==> src/hw/cbem_pkg.sv <==
// Shared constants and carriers of the branch / jump-else decoder.
// Assumes one 40 MHz core clock and a 32-bit Avalon-MM register bus.
package cbem_pkg;

  // Register byte offsets
  localparam logic [7:0] OFF_MODE   = 8'h00;
  localparam logic [7:0] OFF_ILAT   = 8'h04;
  localparam logic [7:0] OFF_IMSKP  = 8'h08;
  localparam logic [7:0] OFF_CURIRQ = 8'h0C;
  localparam logic [7:0] OFF_PC     = 8'h10;
  localparam logic [7:0] OFF_STAT   = 8'h14;
  localparam logic [1:0] PAGE_IREG  = 2'h1;
  localparam logic [1:0] PAGE_MREG  = 2'h2;

  // primary_control_register fields and reset
  localparam int          MODE_SIMD_BIT = 0;
  localparam int          MODE_BC1_BIT  = 1;
  localparam int          MODE_BC9_BIT  = 2;
  localparam logic [31:0] MODE_RST      = 32'h0;
  localparam logic [31:0] ILAT_RST      = 32'h0;
  localparam logic [31:0] IMSKP_RST     = 32'h0;

  // Status register field positions
  localparam int STAT_PCS_LSB  = 0;
  localparam int STAT_LOOP_LSB = 8;
  localparam int STAT_ILL_BIT  = 16;

  localparam logic [4:0]  COND_ALWAYS  = 5'h1F;
  localparam logic [3:0]  BCAST_IDX1   = 4'h1;
  localparam logic [3:0]  BCAST_IDX9   = 4'h9;
  localparam logic [31:0] K_NW         = 32'h1;
  localparam logic [31:0] K_SW         = 32'h2;
  localparam logic [31:0] K_BW         = 32'h4;
  localparam logic [31:0] K_BCAST      = 32'h0;
  localparam logic [31:0] RET_OFF      = 32'h1;
  localparam logic [31:0] RET_OFF_DB   = 32'h3;
  localparam logic        DIR_LOAD     = 1'b0;
  localparam logic        DIR_STORE    = 1'b1;

  typedef enum logic {FMT_BRANCH = 1'b0, FMT_JUMP_ELSE = 1'b1} cbem_fmt_t;
  typedef enum logic [1:0] {
    WID_NORMAL = 2'b00, WID_SHORT = 2'b01, WID_BYTE = 2'b10
  } cbem_width_t;
  typedef enum logic {BUS_WAIT = 1'b0, BUS_ACK = 1'b1} cbem_bus_st_t;

  typedef struct packed {
    cbem_fmt_t   fmt;
    logic        variable_length_instr_space;
    logic [31:0] pc;
    logic [4:0]  cond;
    logic        opt_call;
    logic        opt_la;
    logic        opt_db;
    logic        opt_ci;
    logic        rel;
    logic [5:0]  imm6;
    logic [3:0]  br_idx;
    logic [3:0]  br_mod;
    logic [3:0]  acc_idx;
    logic [3:0]  acc_mod;
    logic [3:0]  dreg;
    logic        dir;
    cbem_width_t width;
    logic [38:0] compute;
  } cbem_instr_t;

  typedef struct packed {
    logic        en;
    logic        we;
    logic        compute_en;
    logic        pe_y;
    logic [3:0]  dreg;
    logic [31:0] addr;
  } cbem_mem_t;

  typedef struct packed {
    logic        taken;
    logic        call;
    logic        delayed;
    logic        loop_abort;
    logic        clr_irq;
    logic [31:0] target;
    logic [31:0] ret_addr;
  } cbem_branch_t;

endpackage

==> src/hw/cbem_pe_lane.sv <==
// One processing element's else-path transfer and compute request.
// Combinational; the instantiating module registers the result.
`timescale 1ns/10ps
`default_nettype none
module cbem_pe_lane #(
  parameter bit IS_Y = 1'b0
) (
  input  wire logic        en_i,
  input  wire logic        dir_i,
  input  wire logic [38:0] compute_i,
  input  wire logic [3:0]  dreg_i,
  input  wire logic [31:0] base_i,
  input  wire logic [31:0] offset_i,
  output var  cbem_pkg::cbem_mem_t req_o
);

  always_comb begin
    req_o            = '0;
    req_o.en         = en_i;
    req_o.we         = en_i & (dir_i == cbem_pkg::DIR_STORE);
    req_o.compute_en = en_i & (|compute_i);
    req_o.pe_y       = IS_Y;
    req_o.dreg       = dreg_i;
    req_o.addr       = base_i + offset_i;
  end

endmodule // cbem_pe_lane
`default_nettype wire

==> src/hw/cbem_decode.sv <==
// Branch clause and conditional jump-with-else decode/execute stage.
// Assumes condition results per element arrive with the instruction.
//
// Summary of operation
// - Four option bits; illegal combos are refused
// - Relative target is pc plus signed imm6
// - Indirect target index plus modify, index kept
// - Condition true jumps, else memory transfer
// - Condition code all ones means unconditional
// - Zero compute field means no compute
// - Jump-else never delayed, aborts or clears
// - Access uses index, then post-modify writeback
// - Direction bit: 0 load, 1 store
// - Jump-else branch uses second generator, access first
// - Jump-else illegal in variable-length space
// - Dual mode jumps when both conditions true
// - Each element does else path independently
// - Second element uses the same dreg, flagged pe_y
// - Second element address offset 1, 2, 4
// - Broadcast read gives second element offset 0
// - Clear-interrupt clears latch and mask pointer
// - Loop-abort pops loop and pc stacks
//
// Design decisions made here: the placing of the registers and the Avalon-MM register port.
`timescale 1ns/10ps
`default_nettype none
module cbem_decode #(
  parameter int NUM_IRQ = 32
) (
  input  wire logic                    clk_i,
  input  wire logic                    rst_i,
  input  wire logic [7:0]              avs_address_i,
  input  wire logic                    avs_read_i,
  input  wire logic                    avs_write_i,
  input  wire logic [31:0]             avs_writedata_i,
  input  wire logic [3:0]              avs_byteenable_i,
  output logic      [31:0]             avs_readdata_o,
  output logic                         avs_waitrequest_o,
  input  wire logic                    instr_valid_i,
  input  wire cbem_pkg::cbem_instr_t   instr_i,
  input  wire logic                    cond_x_i,
  input  wire logic                    cond_y_i,
  input  wire logic [NUM_IRQ-1:0]      irq_set_i,
  output var  cbem_pkg::cbem_branch_t  branch_o,
  output var  cbem_pkg::cbem_mem_t     mem_x_o,
  output var  cbem_pkg::cbem_mem_t     mem_y_o,
  output logic                         pc_push_o,
  output logic                         pc_pop_o,
  output logic                         loop_pop_o,
  output logic                         illegal_o
);

  localparam int IW = $clog2(NUM_IRQ);

  cbem_pkg::cbem_bus_st_t bus_st_q;
  logic [31:0]        mode_q;
  logic [NUM_IRQ-1:0] ilat_q;
  logic [NUM_IRQ-1:0] imskp_q;
  logic [IW-1:0]      cur_irq_q;
  logic [31:0]        pc_q;
  logic [7:0]         pcs_depth_q;
  logic [7:0]         loop_depth_q;
  logic               ill_seen_q;
  logic [31:0]        ireg_q [16];
  logic [31:0]        mreg_q [16];

  logic        wr_fire;
  logic        simd;
  logic        cx_ok;
  logic        cy_ok;
  logic        cond_ok;
  logic        opt_bad;
  logic        illegal;
  logic        go;
  logic        is_je;
  logic        taken;
  logic [3:0]  br_i;
  logic [3:0]  br_m;
  logic [3:0]  acc_i;
  logic [3:0]  acc_m;
  logic [31:0] rel_tgt;
  logic [31:0] ind_tgt;
  logic [31:0] br_ival;
  logic [31:0] acc_base;
  logic [31:0] acc_mval;
  logic [31:0] k_off;
  logic        bcast;
  logic        lane_x_en;
  logic        lane_y_en;
  cbem_pkg::cbem_mem_t req_x;
  cbem_pkg::cbem_mem_t req_y;

  function automatic logic [31:0] be_merge(input logic [31:0] old,
                                           input logic [31:0] wd,
                                           input logic [3:0]  be);
    logic [31:0] r;
    r = old;
    for (int i = 0; i < 4; i++) begin
      if (be[i]) begin
        r[8*i +: 8] = wd[8*i +: 8];
      end
    end
    return r;
  endfunction

  // Register bus: one wait cycle, then one acknowledge cycle
  assign wr_fire = avs_write_i & (bus_st_q == cbem_pkg::BUS_ACK);

  always_ff @(posedge clk_i) begin
    if (rst_i) begin
      bus_st_q          <= cbem_pkg::BUS_WAIT;
      avs_waitrequest_o <= 1'b1;
    end else begin
      case (bus_st_q)
        cbem_pkg::BUS_WAIT: begin
          if (avs_read_i | avs_write_i) begin
            bus_st_q          <= cbem_pkg::BUS_ACK;
            avs_waitrequest_o <= 1'b0;
          end
        end
        cbem_pkg::BUS_ACK: begin
          bus_st_q          <= cbem_pkg::BUS_WAIT;
          avs_waitrequest_o <= 1'b1;
        end
        default: begin
          bus_st_q          <= cbem_pkg::BUS_WAIT;
          avs_waitrequest_o <= 1'b1;
        end
      endcase
    end
  end

  always_ff @(posedge clk_i) begin
    if (rst_i) begin
      avs_readdata_o <= 32'h0;
    end else if (avs_read_i && bus_st_q == cbem_pkg::BUS_WAIT) begin
      avs_readdata_o <= 32'h0;
      if (avs_address_i[7:6] == cbem_pkg::PAGE_IREG) begin
        avs_readdata_o <= ireg_q[avs_address_i[5:2]];
      end else if (avs_address_i[7:6] == cbem_pkg::PAGE_MREG) begin
        avs_readdata_o <= mreg_q[avs_address_i[5:2]];
      end else begin
        case (avs_address_i)
          cbem_pkg::OFF_MODE:   avs_readdata_o <= mode_q;
          cbem_pkg::OFF_ILAT:   avs_readdata_o <= 32'(ilat_q);
          cbem_pkg::OFF_IMSKP:  avs_readdata_o <= 32'(imskp_q);
          cbem_pkg::OFF_CURIRQ: avs_readdata_o <= 32'(cur_irq_q);
          cbem_pkg::OFF_PC:     avs_readdata_o <= pc_q;
          cbem_pkg::OFF_STAT: begin
            avs_readdata_o[cbem_pkg::STAT_PCS_LSB +: 8]  <= pcs_depth_q;
            avs_readdata_o[cbem_pkg::STAT_LOOP_LSB +: 8] <= loop_depth_q;
            avs_readdata_o[cbem_pkg::STAT_ILL_BIT]       <= ill_seen_q;
          end
          default: avs_readdata_o <= 32'h0;
        endcase
      end
    end
  end

  // Decode
  assign simd  = mode_q[cbem_pkg::MODE_SIMD_BIT];
  assign is_je = (instr_i.fmt == cbem_pkg::FMT_JUMP_ELSE);
  assign cx_ok = (instr_i.cond == cbem_pkg::COND_ALWAYS) | cond_x_i;
  assign cy_ok = (instr_i.cond == cbem_pkg::COND_ALWAYS) | cond_y_i;
  assign cond_ok = simd ? (cx_ok & cy_ok) : cx_ok;
  assign opt_bad = (instr_i.opt_call & (instr_i.opt_la | instr_i.opt_ci)) |
                   (instr_i.opt_la & instr_i.opt_ci);
  assign illegal = is_je ? instr_i.variable_length_instr_space : opt_bad;
  assign go      = instr_valid_i & ~illegal;
  assign taken   = go & cond_ok;

  // Jump-else: branch from second generator, access from first
  assign br_i  = is_je ? {1'b1, instr_i.br_idx[2:0]} : instr_i.br_idx;
  assign br_m  = is_je ? {1'b1, instr_i.br_mod[2:0]} : instr_i.br_mod;
  assign acc_i = {1'b0, instr_i.acc_idx[2:0]};
  assign acc_m = {1'b0, instr_i.acc_mod[2:0]};

  assign rel_tgt  = instr_i.pc + {{26{instr_i.imm6[5]}}, instr_i.imm6};
  assign br_ival  = ireg_q[br_i];
  assign ind_tgt  = br_ival + mreg_q[br_m];
  assign acc_base = ireg_q[acc_i];
  assign acc_mval = mreg_q[acc_m];

  assign bcast = (acc_i == cbem_pkg::BCAST_IDX1 &&
                  mode_q[cbem_pkg::MODE_BC1_BIT]) ||
                 (acc_i == cbem_pkg::BCAST_IDX9 &&
                  mode_q[cbem_pkg::MODE_BC9_BIT]);

  always_comb begin
    case (instr_i.width)
      cbem_pkg::WID_NORMAL: k_off = cbem_pkg::K_NW;
      cbem_pkg::WID_SHORT:  k_off = cbem_pkg::K_SW;
      cbem_pkg::WID_BYTE:   k_off = cbem_pkg::K_BW;
      default:              k_off = cbem_pkg::K_NW;
    endcase
    if (bcast) begin
      k_off = cbem_pkg::K_BCAST;
    end
  end

  // Each element takes the else path on its own false condition
  assign lane_x_en = go & is_je & ~cx_ok;
  assign lane_y_en = go & is_je & simd & ~cy_ok;

  cbem_pe_lane #(.IS_Y(1'b0)) u_lane_x (
    .en_i      (lane_x_en),
    .dir_i     (instr_i.dir),
    .compute_i (instr_i.compute),
    .dreg_i    (instr_i.dreg),
    .base_i    (acc_base),
    .offset_i  (32'h0),
    .req_o     (req_x)
  );

  cbem_pe_lane #(.IS_Y(1'b1)) u_lane_y (
    .en_i      (lane_y_en),
    .dir_i     (instr_i.dir),
    .compute_i (instr_i.compute),
    .dreg_i    (instr_i.dreg),
    .base_i    (acc_base),
    .offset_i  (k_off),
    .req_o     (req_y)
  );

  // Execute results, one cycle after the instruction
  always_ff @(posedge clk_i) begin
    if (rst_i) begin
      branch_o   <= '0;
      mem_x_o    <= '0;
      mem_y_o    <= '0;
      pc_push_o  <= 1'b0;
      pc_pop_o   <= 1'b0;
      loop_pop_o <= 1'b0;
      illegal_o  <= 1'b0;
    end else begin
      branch_o.taken      <= taken;
      branch_o.call       <= taken & ~is_je & instr_i.opt_call;
      // Jump-else carries no option flags; only ret_addr still follows opt_db
      branch_o.delayed    <= taken & ~is_je & instr_i.opt_db;
      branch_o.loop_abort <= taken & ~is_je & instr_i.opt_la;
      branch_o.clr_irq    <= taken & ~is_je & instr_i.opt_ci;
      branch_o.target     <= instr_i.rel ? rel_tgt : ind_tgt;
      branch_o.ret_addr   <= instr_i.pc + (instr_i.opt_db ?
                             cbem_pkg::RET_OFF_DB : cbem_pkg::RET_OFF);
      mem_x_o    <= req_x;
      mem_y_o    <= req_y;
      pc_push_o  <= taken & ~is_je & instr_i.opt_call;
      pc_pop_o   <= taken & ~is_je & instr_i.opt_la;
      loop_pop_o <= taken & ~is_je & instr_i.opt_la;
      illegal_o  <= instr_valid_i & illegal;
    end
  end

  // Program counter and stack depths
  always_ff @(posedge clk_i) begin
    if (rst_i) begin
      pc_q         <= 32'h0;
      pcs_depth_q  <= 8'h0;
      loop_depth_q <= 8'h0;
      ill_seen_q   <= 1'b0;
    end else begin
      if (wr_fire && avs_address_i == cbem_pkg::OFF_PC) begin
        pc_q <= be_merge(pc_q, avs_writedata_i, avs_byteenable_i);
      end else if (taken) begin
        pc_q <= instr_i.rel ? rel_tgt : ind_tgt;
      end
      if (wr_fire && avs_address_i == cbem_pkg::OFF_STAT) begin
        pcs_depth_q  <= avs_writedata_i[cbem_pkg::STAT_PCS_LSB +: 8];
        loop_depth_q <= avs_writedata_i[cbem_pkg::STAT_LOOP_LSB +: 8];
        // A refusal in the same cycle as a status write still sticks
        ill_seen_q   <= avs_writedata_i[cbem_pkg::STAT_ILL_BIT] |
                        (instr_valid_i & illegal);
      end else begin
        if (taken && !is_je && instr_i.opt_call) begin
          pcs_depth_q <= pcs_depth_q + 8'h1;
        end else if (taken && !is_je && instr_i.opt_la &&
                     pcs_depth_q != 8'h0) begin
          pcs_depth_q <= pcs_depth_q - 8'h1;
        end
        if (taken && !is_je && instr_i.opt_la && loop_depth_q != 8'h0) begin
          loop_depth_q <= loop_depth_q - 8'h1;
        end
        if (instr_valid_i && illegal) begin
          ill_seen_q <= 1'b1;
        end
      end
    end
  end

  // Mode and interrupt bookkeeping; new latch events win over clears
  always_ff @(posedge clk_i) begin
    if (rst_i) begin
      mode_q    <= cbem_pkg::MODE_RST;
      ilat_q    <= NUM_IRQ'(cbem_pkg::ILAT_RST);
      imskp_q   <= NUM_IRQ'(cbem_pkg::IMSKP_RST);
      cur_irq_q <= '0;
    end else begin
      if (wr_fire && avs_address_i == cbem_pkg::OFF_MODE) begin
        mode_q <= be_merge(mode_q, avs_writedata_i, avs_byteenable_i);
      end
      if (wr_fire && avs_address_i == cbem_pkg::OFF_CURIRQ) begin
        cur_irq_q <= avs_writedata_i[IW-1:0];
      end
      if (wr_fire && avs_address_i == cbem_pkg::OFF_ILAT) begin
        ilat_q <= avs_writedata_i[NUM_IRQ-1:0] | irq_set_i;
      end else if (taken && !is_je && instr_i.opt_ci) begin
        ilat_q <= (ilat_q & ~(NUM_IRQ'(1) << cur_irq_q)) | irq_set_i;
      end else begin
        ilat_q <= ilat_q | irq_set_i;
      end
      if (wr_fire && avs_address_i == cbem_pkg::OFF_IMSKP) begin
        imskp_q <= avs_writedata_i[NUM_IRQ-1:0];
      end else if (taken && !is_je && instr_i.opt_ci) begin
        imskp_q <= imskp_q & ~(NUM_IRQ'(1) << cur_irq_q);
      end
    end
  end

  // Index and modify registers; post-modify wins over a bus write
  always_ff @(posedge clk_i) begin
    if (rst_i) begin
      for (int i = 0; i < 16; i++) begin
        ireg_q[i] <= 32'h0;
        mreg_q[i] <= 32'h0;
      end
    end else begin
      if (wr_fire && avs_address_i[7:6] == cbem_pkg::PAGE_IREG) begin
        ireg_q[avs_address_i[5:2]] <= be_merge(ireg_q[avs_address_i[5:2]],
                                               avs_writedata_i,
                                               avs_byteenable_i);
      end
      if (wr_fire && avs_address_i[7:6] == cbem_pkg::PAGE_MREG) begin
        mreg_q[avs_address_i[5:2]] <= be_merge(mreg_q[avs_address_i[5:2]],
                                               avs_writedata_i,
                                               avs_byteenable_i);
      end
      if (lane_x_en || lane_y_en) begin
        ireg_q[acc_i] <= acc_base + acc_mval;
      end
    end
  end
endmodule // cbem_decode
`default_nettype wire

==> config.mk <==
export PLATFORM = sky130hd
export DESIGN_NAME = cbem_decode
export DESIGN_NICKNAME = d
export VERILOG_FILES = /design/src/hw/cbem_pkg.sv /design/src/hw/cbem_pe_lane.sv /design/src/hw/cbem_decode.sv
export SDC_FILE = /design/constraint.sdc
export NUM_CORES = 2
export LEC_CHECK = 0
export BUFFER_PORTS_ARGS = -buffer_cell sky130_fd_sc_hd__buf_2
export CORE_ASPECT_RATIO = 0.6
export CORE_MARGIN = 2
export CORE_UTILIZATION = 55
export CTS_BUF_LIST = sky130_fd_sc_hd__clkbuf_16
export DETAILED_ROUTE_END_ITERATION = 7
export PLACE_DENSITY = 0.75
export RECOVER_POWER = 50
export SYNTH_ARGS = -nofsm -noshare
export SYNTH_HDL_FRONTEND = slang
export SYNTH_SLANG_ARGS = --single-unit
==> constraint.sdc <==
create_clock -name clk_i -period 5.95 [get_ports clk_i]
set_input_delay 0.595 -clock clk_i [delete_from_list [all_inputs] [get_ports clk_i]]
set_output_delay 0.595 -clock clk_i [all_outputs]
set_load 0.05 [all_outputs]
Word-level counts from Yosys, hierarchy flattened
Memories as Yosys holds them, arrays and structs flattened.
Cells that the tools add are included.
{"block": "totals", "ff_bits": 330, "ram_bits": 1024, "in_bits": 195, "output_inout_bits": 186, "wordCells": 217, "memories": 2}
{"name": "ireg_q", "depth": 16, "width": 32, "read_ports": 3, "rd_clocked_by_memory_dff": 0, "wr": 16, "line": "cbem_decode.sv:64", "text": "logic [31:0] ireg_q [16];"}
{"name": "mreg_q", "depth": 16, "width": 32, "read_ports": 3, "rd_clocked_by_memory_dff": 0, "wr": 16, "line": "cbem_decode.sv:65", "text": "logic [31:0] mreg_q [16];"}
{"block": "op_classes", "addsub": 8, "n_eq_ne": 16, "shift": 1, "mux": 78, "n_bitwise": 37, "reduce_logical": 39}
{"operator": "two-way mux 32 bit", "n": 13}
{"operator": "two-way mux 8 bit", "n": 33}
{"operator": "adder 32 bit", "n": 4}
{"operator": "one-hot mux 17 bit (6 select lines)", "n": 1}
{"operator": "bitwise OR 32 bit", "n": 3}
{"operator": "OR reduction 32 bit", "n": 3}
{"operator": "AND 32 bit", "n": 2}
{"operator": "one-hot mux 15 bit (4 select lines)", "n": 1}
{"operator": "OR reduction 39 bit", "n": 1}
{"operator": "two-way mux 37 bit", "n": 1}
{"operator": "adder 32 x 2 -> 32 bit", "n": 1}
{"operator": "NOT 32 bit", "n": 1}
{"operator": "<< shifter 1 x 5 -> 32 bit, first input constant", "n": 1}
{"operator": "AND 1 bit", "n": 20}
{"operator": "two-way mux 1 bit", "n": 20}
{"operator": "two-way mux 4 bit", "n": 5}
{"operator": "logical AND 1 bit", "n": 17}
{"operator": "equality test 8 x 4 -> 1 bit, second input constant", "n": 2}
{"operator": "equality test 8 x 5 -> 1 bit, second input constant", "n": 2}
{"operator": "AND reduction 2 bit", "n": 8}
{"operator": "nonzero test 8 bit", "n": 2}
{"operator": "subtractor 8 x 1 -> 8 bit, second input constant", "n": 2}
{"operator": "inequality test 2 bit, second input constant", "n": 5}
{"operator": "adder 8 x 1 -> 8 bit, second input constant", "n": 1}
{"operator": "15 further kinds", "n": 30}

Longest topological paths before layout
{"block": "depth", "depth_word": 15, "ltp_mapped": 22, "depth_no_buf": 15}

Modules after synthesis
A second synthesis with hierarchy kept.
{"block": "unflattened", "hier_cells": 6273, "area_unflattened_um2": 79309.8}
{"mod": "cbem_decode", "n_inst": 1, "cells_each": 5750, "area_per_inst_um2": 75568.7, "seq_area_each_um2": 37435.9}
{"mod": "cbem_pe_lane at u_lane_y", "n_inst": 1, "cells_each": 265, "area_per_inst_um2": 1886.8, "seq_area_each_um2": 0.0}
{"mod": "cbem_pe_lane at u_lane_x", "n_inst": 1, "cells_each": 258, "area_per_inst_um2": 1854.3, "seq_area_each_um2": 0.0}

Least setup slack after synthesis
No wires, ideal clock.
{"block": "synth_path", "kind": "input -> register", "start": "input port instr_i[54] in the netlist's numbering", "end": "register pc_q[28]", "t_arrival_ps": 5074, "required_time_ps": 5817, "setup_slack_ps": 743, "stages": 17, "n_path_buf": 3, "path_cell_list": "buf_1 > buf_2 > buf_1 > mux4_2 > mux4_2 > ha_1 > inv_1 > fa_1 > nor2b_1 > o31a_1 > o31ai_1 > o211ai_1 > a221o_1 > o31ai_1 > mux2i_1 > a211oi_1 > o22ai_1"}
{"block": "synth_via", "elab_chain_cells": 6}
{"element": "from (decl)", "line": "cbem_decode.sv:40", "text": "input wire cbem_pkg::cbem_instr_t instr_i,"}
{"element": "two-way mux 4 bit", "line": "cbem_decode.sv:174", "text": "assign br_m = is_je ? {1'b1, instr_i.br_mod[2:0]} : instr_i.br_mod;"}
{"element": "memory read (16 x 32 bit)"}
{"element": "adder 32 bit", "line": "cbem_decode.sv:180", "text": "assign ind_tgt = br_ival + mreg_q[br_m];"}
{"element": "two-way mux 32 bit", "line": "cbem_decode.sv:265", "text": "pc_q <= instr_i.rel ? rel_tgt : ind_tgt;"}
{"element": "two-way mux 32 bit", "line": "cbem_decode.sv:264", "text": "end else if (taken) begin"}
{"element": "two-way mux 32 bit", "line": "cbem_decode.sv:262", "text": "if (wr_fire && avs_address_i == cbem_pkg::OFF_PC) begin"}
{"element": "to (signal assigned)", "line": "cbem_decode.sv:263", "text": "pc_q <= be_merge(pc_q, avs_writedata_i, avs_byteenable_i);"}
{"element": "to (signal assigned)", "line": "cbem_decode.sv:265"}
{"element": "to (decl)", "line": "cbem_decode.sv:60", "text": "logic [31:0] pc_q;"}
Every way passes these cells. The select of a mux whose other input is x is not followed.
A chain may end at the register's enable or synchronous reset.

==> summary.md <==
| Metric | Value |
|---|---|
| Nets | `about 6500` |
| Die area | `0.141 sq mm` |
| DRT iter0 DRCs | `12000` |
| Highest Clock Rate | `0.166 GHz` |
| Buffers and inverters on the worst path | `5` |
| Max Cap Viol | `19` |
| Fin worst setup slack | `-72.2 ps` |
| Critical setup path kind | `input pin to register` |
| Post-synth ARST share | `0%` |
| Tmin final | `6020 ps` |
| Die Y | `291 um` |
| Worst EP arrival | `6520 ps` |
| Vias per cell | `7.61` |
| CP cell instances | `buf_8 -> inv_1 -> clkbuf_2 -> clkbuf_1 -> nand2_1 -> buf_4` |
| Htree depth | `4` |
| Top FF cell, synth | `edfxtp_1` |
| Yosys top cell by area | `edfxtp_1` |
| CTS Hold Buffers Added | `0` |
| RD Place Congestion | `1.04` |
| Crit-path max cell delay | `about 1900 ps` |
| Post-Syn Area | `roughly 0.076 sq mm` |
| Site Rows | `around 110` |
| Synthesis-to-layout area growth | `10.6%` |
| Startpoint Class | `input pin` |
| Initial core utilization | `55.4%` |
| Synth top area cells | `edfxtp_1 (41%), mux4_2 (22%), dfxtp_1 (8.7%)` |
| Number of port buffers | `377` |
| Post-cts resize count | `0` |
| Final setup fails | `10` |
| Fin crit share | `101%` |
| DP HPWL | `211 mm` |
| Status | `complete, but fails checks` |
| Delay-heaviest family, CP | `buffers and inverters` |
| Clock latency at the later pin of the worst-skew pair | `roughly 800 ps` |
| Share of cells above drive strength 1 | `a little under a quarter` |
| Seq/Total Area, Yosys | `between 40 and 50%` |
| Number of routed nets with antenna violations | `0` |
| Pre-CTS WS | `-79.1 ps` |
| RSZ-0062 raised after global routing | `no` |
| Final WL | `315 mm` |
| Hold Fails Final Rpt | `0` |
| Critical Path End Type | `register` |
| Sink Count | `around 1400` |
| Power Total | `0.0242 W` |
| Largest net degree at the start of global routing | `150` |
| Layout Cell Area excl Fill | `0.0836 sq mm` |
| Number of synthesized flops with an enable pin | `between 1000 and 1500` |
| Failing checks | `design-rule violations, max-capacitance violations, max-slew violations, negative setup slack` |
| Power per cell area | `290 mW/mm^2` |
| Mean Syn Cell Area | `12.8 sq um` |
| Core area | `0.137 sq mm` |
| Die X | `483 um` |
| Total CTS buffers | `131` |
| Yosys warns | `0` |
| Clk root buf | `clkbuf_16` |
| First-pass GRT wire length | `roughly 440 mm` |
| Post-CTS Setup Inserts | `0` |
| Setup_tns | `-518 ps` |
| Slowest cell on the critical path | `nand2_1` |
| Leak pwr | `between 20 and 30 nW` |
| DP Area | `0.0802 sq mm` |
| Distinct cells, synth | `93` |
| Total Routing Usage GR | `between 40% and 50%` |
| Max-slew violations | `about 570` |
| CP max FO | `92` |
| Synth top area share | `40.7%` |
| Final core utilization | `61.2%` |
| Mapped Cells | `5923` |
| Total number of vias | `62000` |
| Crit path required time | `6450 ps` |
| Hold Crit Class | `input pin to register` |
| IO Pins | `381` |
| CTS tree | `yes` |
| Initial antenna violation count | `32` |
| Clock slew at reported path FFs | `60 ps` |
| Max VDD drop | `0.000282 V` |
| Clk buf depth | `3` |
| # fillers | `10600` |
| Seq cells post-synth | `1353` |
| Vias in the first global route | `58900` |
| Net count after synthesis | `6232` |
| Rel. slew slack | `-130%` |
| # DRC | `5` |
| Drt pass-1 iters | `8` |
| Wire length per cell | `38.6 um` |
| Slew of the pin with the lowest slew margin | `3450 ps` |
| GRT overflow | `0` |
| Fin Clk Skew | `40.2 ps` |
==> placed cells by master, fill, tap and decap left out, types with 136 or more instances in the layout <==
cell       Yosys  layout
edfxtp_1    1024    1024
clkbuf_1     334     267
dfxtp_1      329     329
buf_4          9     206
buf_2        104     180
a21oi_1      242     242
nand2_1      319     299
o22ai_1      249     249
nor2_1      1095    1089
clkbuf_16      0     136
mux4_2       741     741
nand3_1      161     151
==> cell type report <==
type	count	area, sq um	share of cell area [%]
multi-input combinational	3968	35800	42.8
inverter	71	267	0.319
antenna	28	70.1	0.0838
timing repair buffer	682	3830	4.58
clock inverter	101	619	0.741
clock buffer	136	3400	4.07
tap	1819	2280	2.72
sequential	1353	37300	44.6
==> worst paths after layout <==
| check | startpoint | to | slack (ps) | cells past startpoint |
|---|---|---|---|---|
| min reg2reg | mode_q[10]$_SDFFE_PP0P_ | mode_q[10]$_SDFFE_PP0P_ | 460 | 2 |
| max | rst_i | mreg_q[7][13]$_SDFFCE_PN0P_ | -70 | 6 |
| max reg2reg | mreg_q[6][0]$_SDFFCE_PN0P_ | ireg_q[6][24]$_DFFE_PP_ | 650 | 15 |
| min | instr_i[41] | mem_y_o[38]$_SDFF_PP0_ | 50 | 2 |
==> synth_stat cells, types with 25 or more instances <==
cell      count
nor2_1     1095
edfxtp_1   1024
mux4_2      741
clkbuf_1    334
dfxtp_1     329
nand2_1     319
o22ai_1     249
a21oi_1     242
nand3_1     161
mux2i_1     119
ha_1        108
buf_2       104
nor3_1       76
o21ai_0      74
inv_1        71
buf_1        66
xnor2_1      66
xor2_1       65
a211oi_1     62
a22oi_1      61
a21o_1       42
a31oi_1      42
nor2b_1      38
mux2_2       35
mux4_1       27
and3_1       25
nand4_1      25
nor4_1       25
==> power by group <==
part           switching [W]  internal (W)
registers           0.000266        0.0105
clock network        0.00389       0.00430
logic                0.00360       0.00165
total                0.00776        0.0165
==> stage by stage <==
stage | hold slack [ps] | cells
final | 48.8 | 8158
after global routing | 50.0 | 8143
after CTS | 13.0 | 8129
after detailed placement | 449 | 7892
after global placement | 442 | 7892
after floorplan | 430 | 5923
==> per-layer routing <==
layer,wire length [um],GRT usage [%]
met5,878,1.88
met2,120000,56.1
met1,102000,56.1
met4,24800,27.6
met3,67100,28.0
==> flip-flops by register name, summed over array words and instances, names as in the netlist, 35 cells and up <==
register	count
mreg_q	512
mem_x_o	35
branch_o	67
ireg_q	512
mem_y_o	40
==> cells by family (layout without fill, tap and decap cells) <==
group	count (synthesis)	after routing	share of synthesized area (%)
simple gates	1865	1865	10.5
flops	1353	1353	49.4
compound gates	930	930	8.01
mux	926	926	25.2
buf+inv	602	990	3.44
xor+xnor	131	131	1.52
fa+ha+maj	115	115	1.96
other cells	1	29	0.00496
Power figures use the tool's default switching activity.
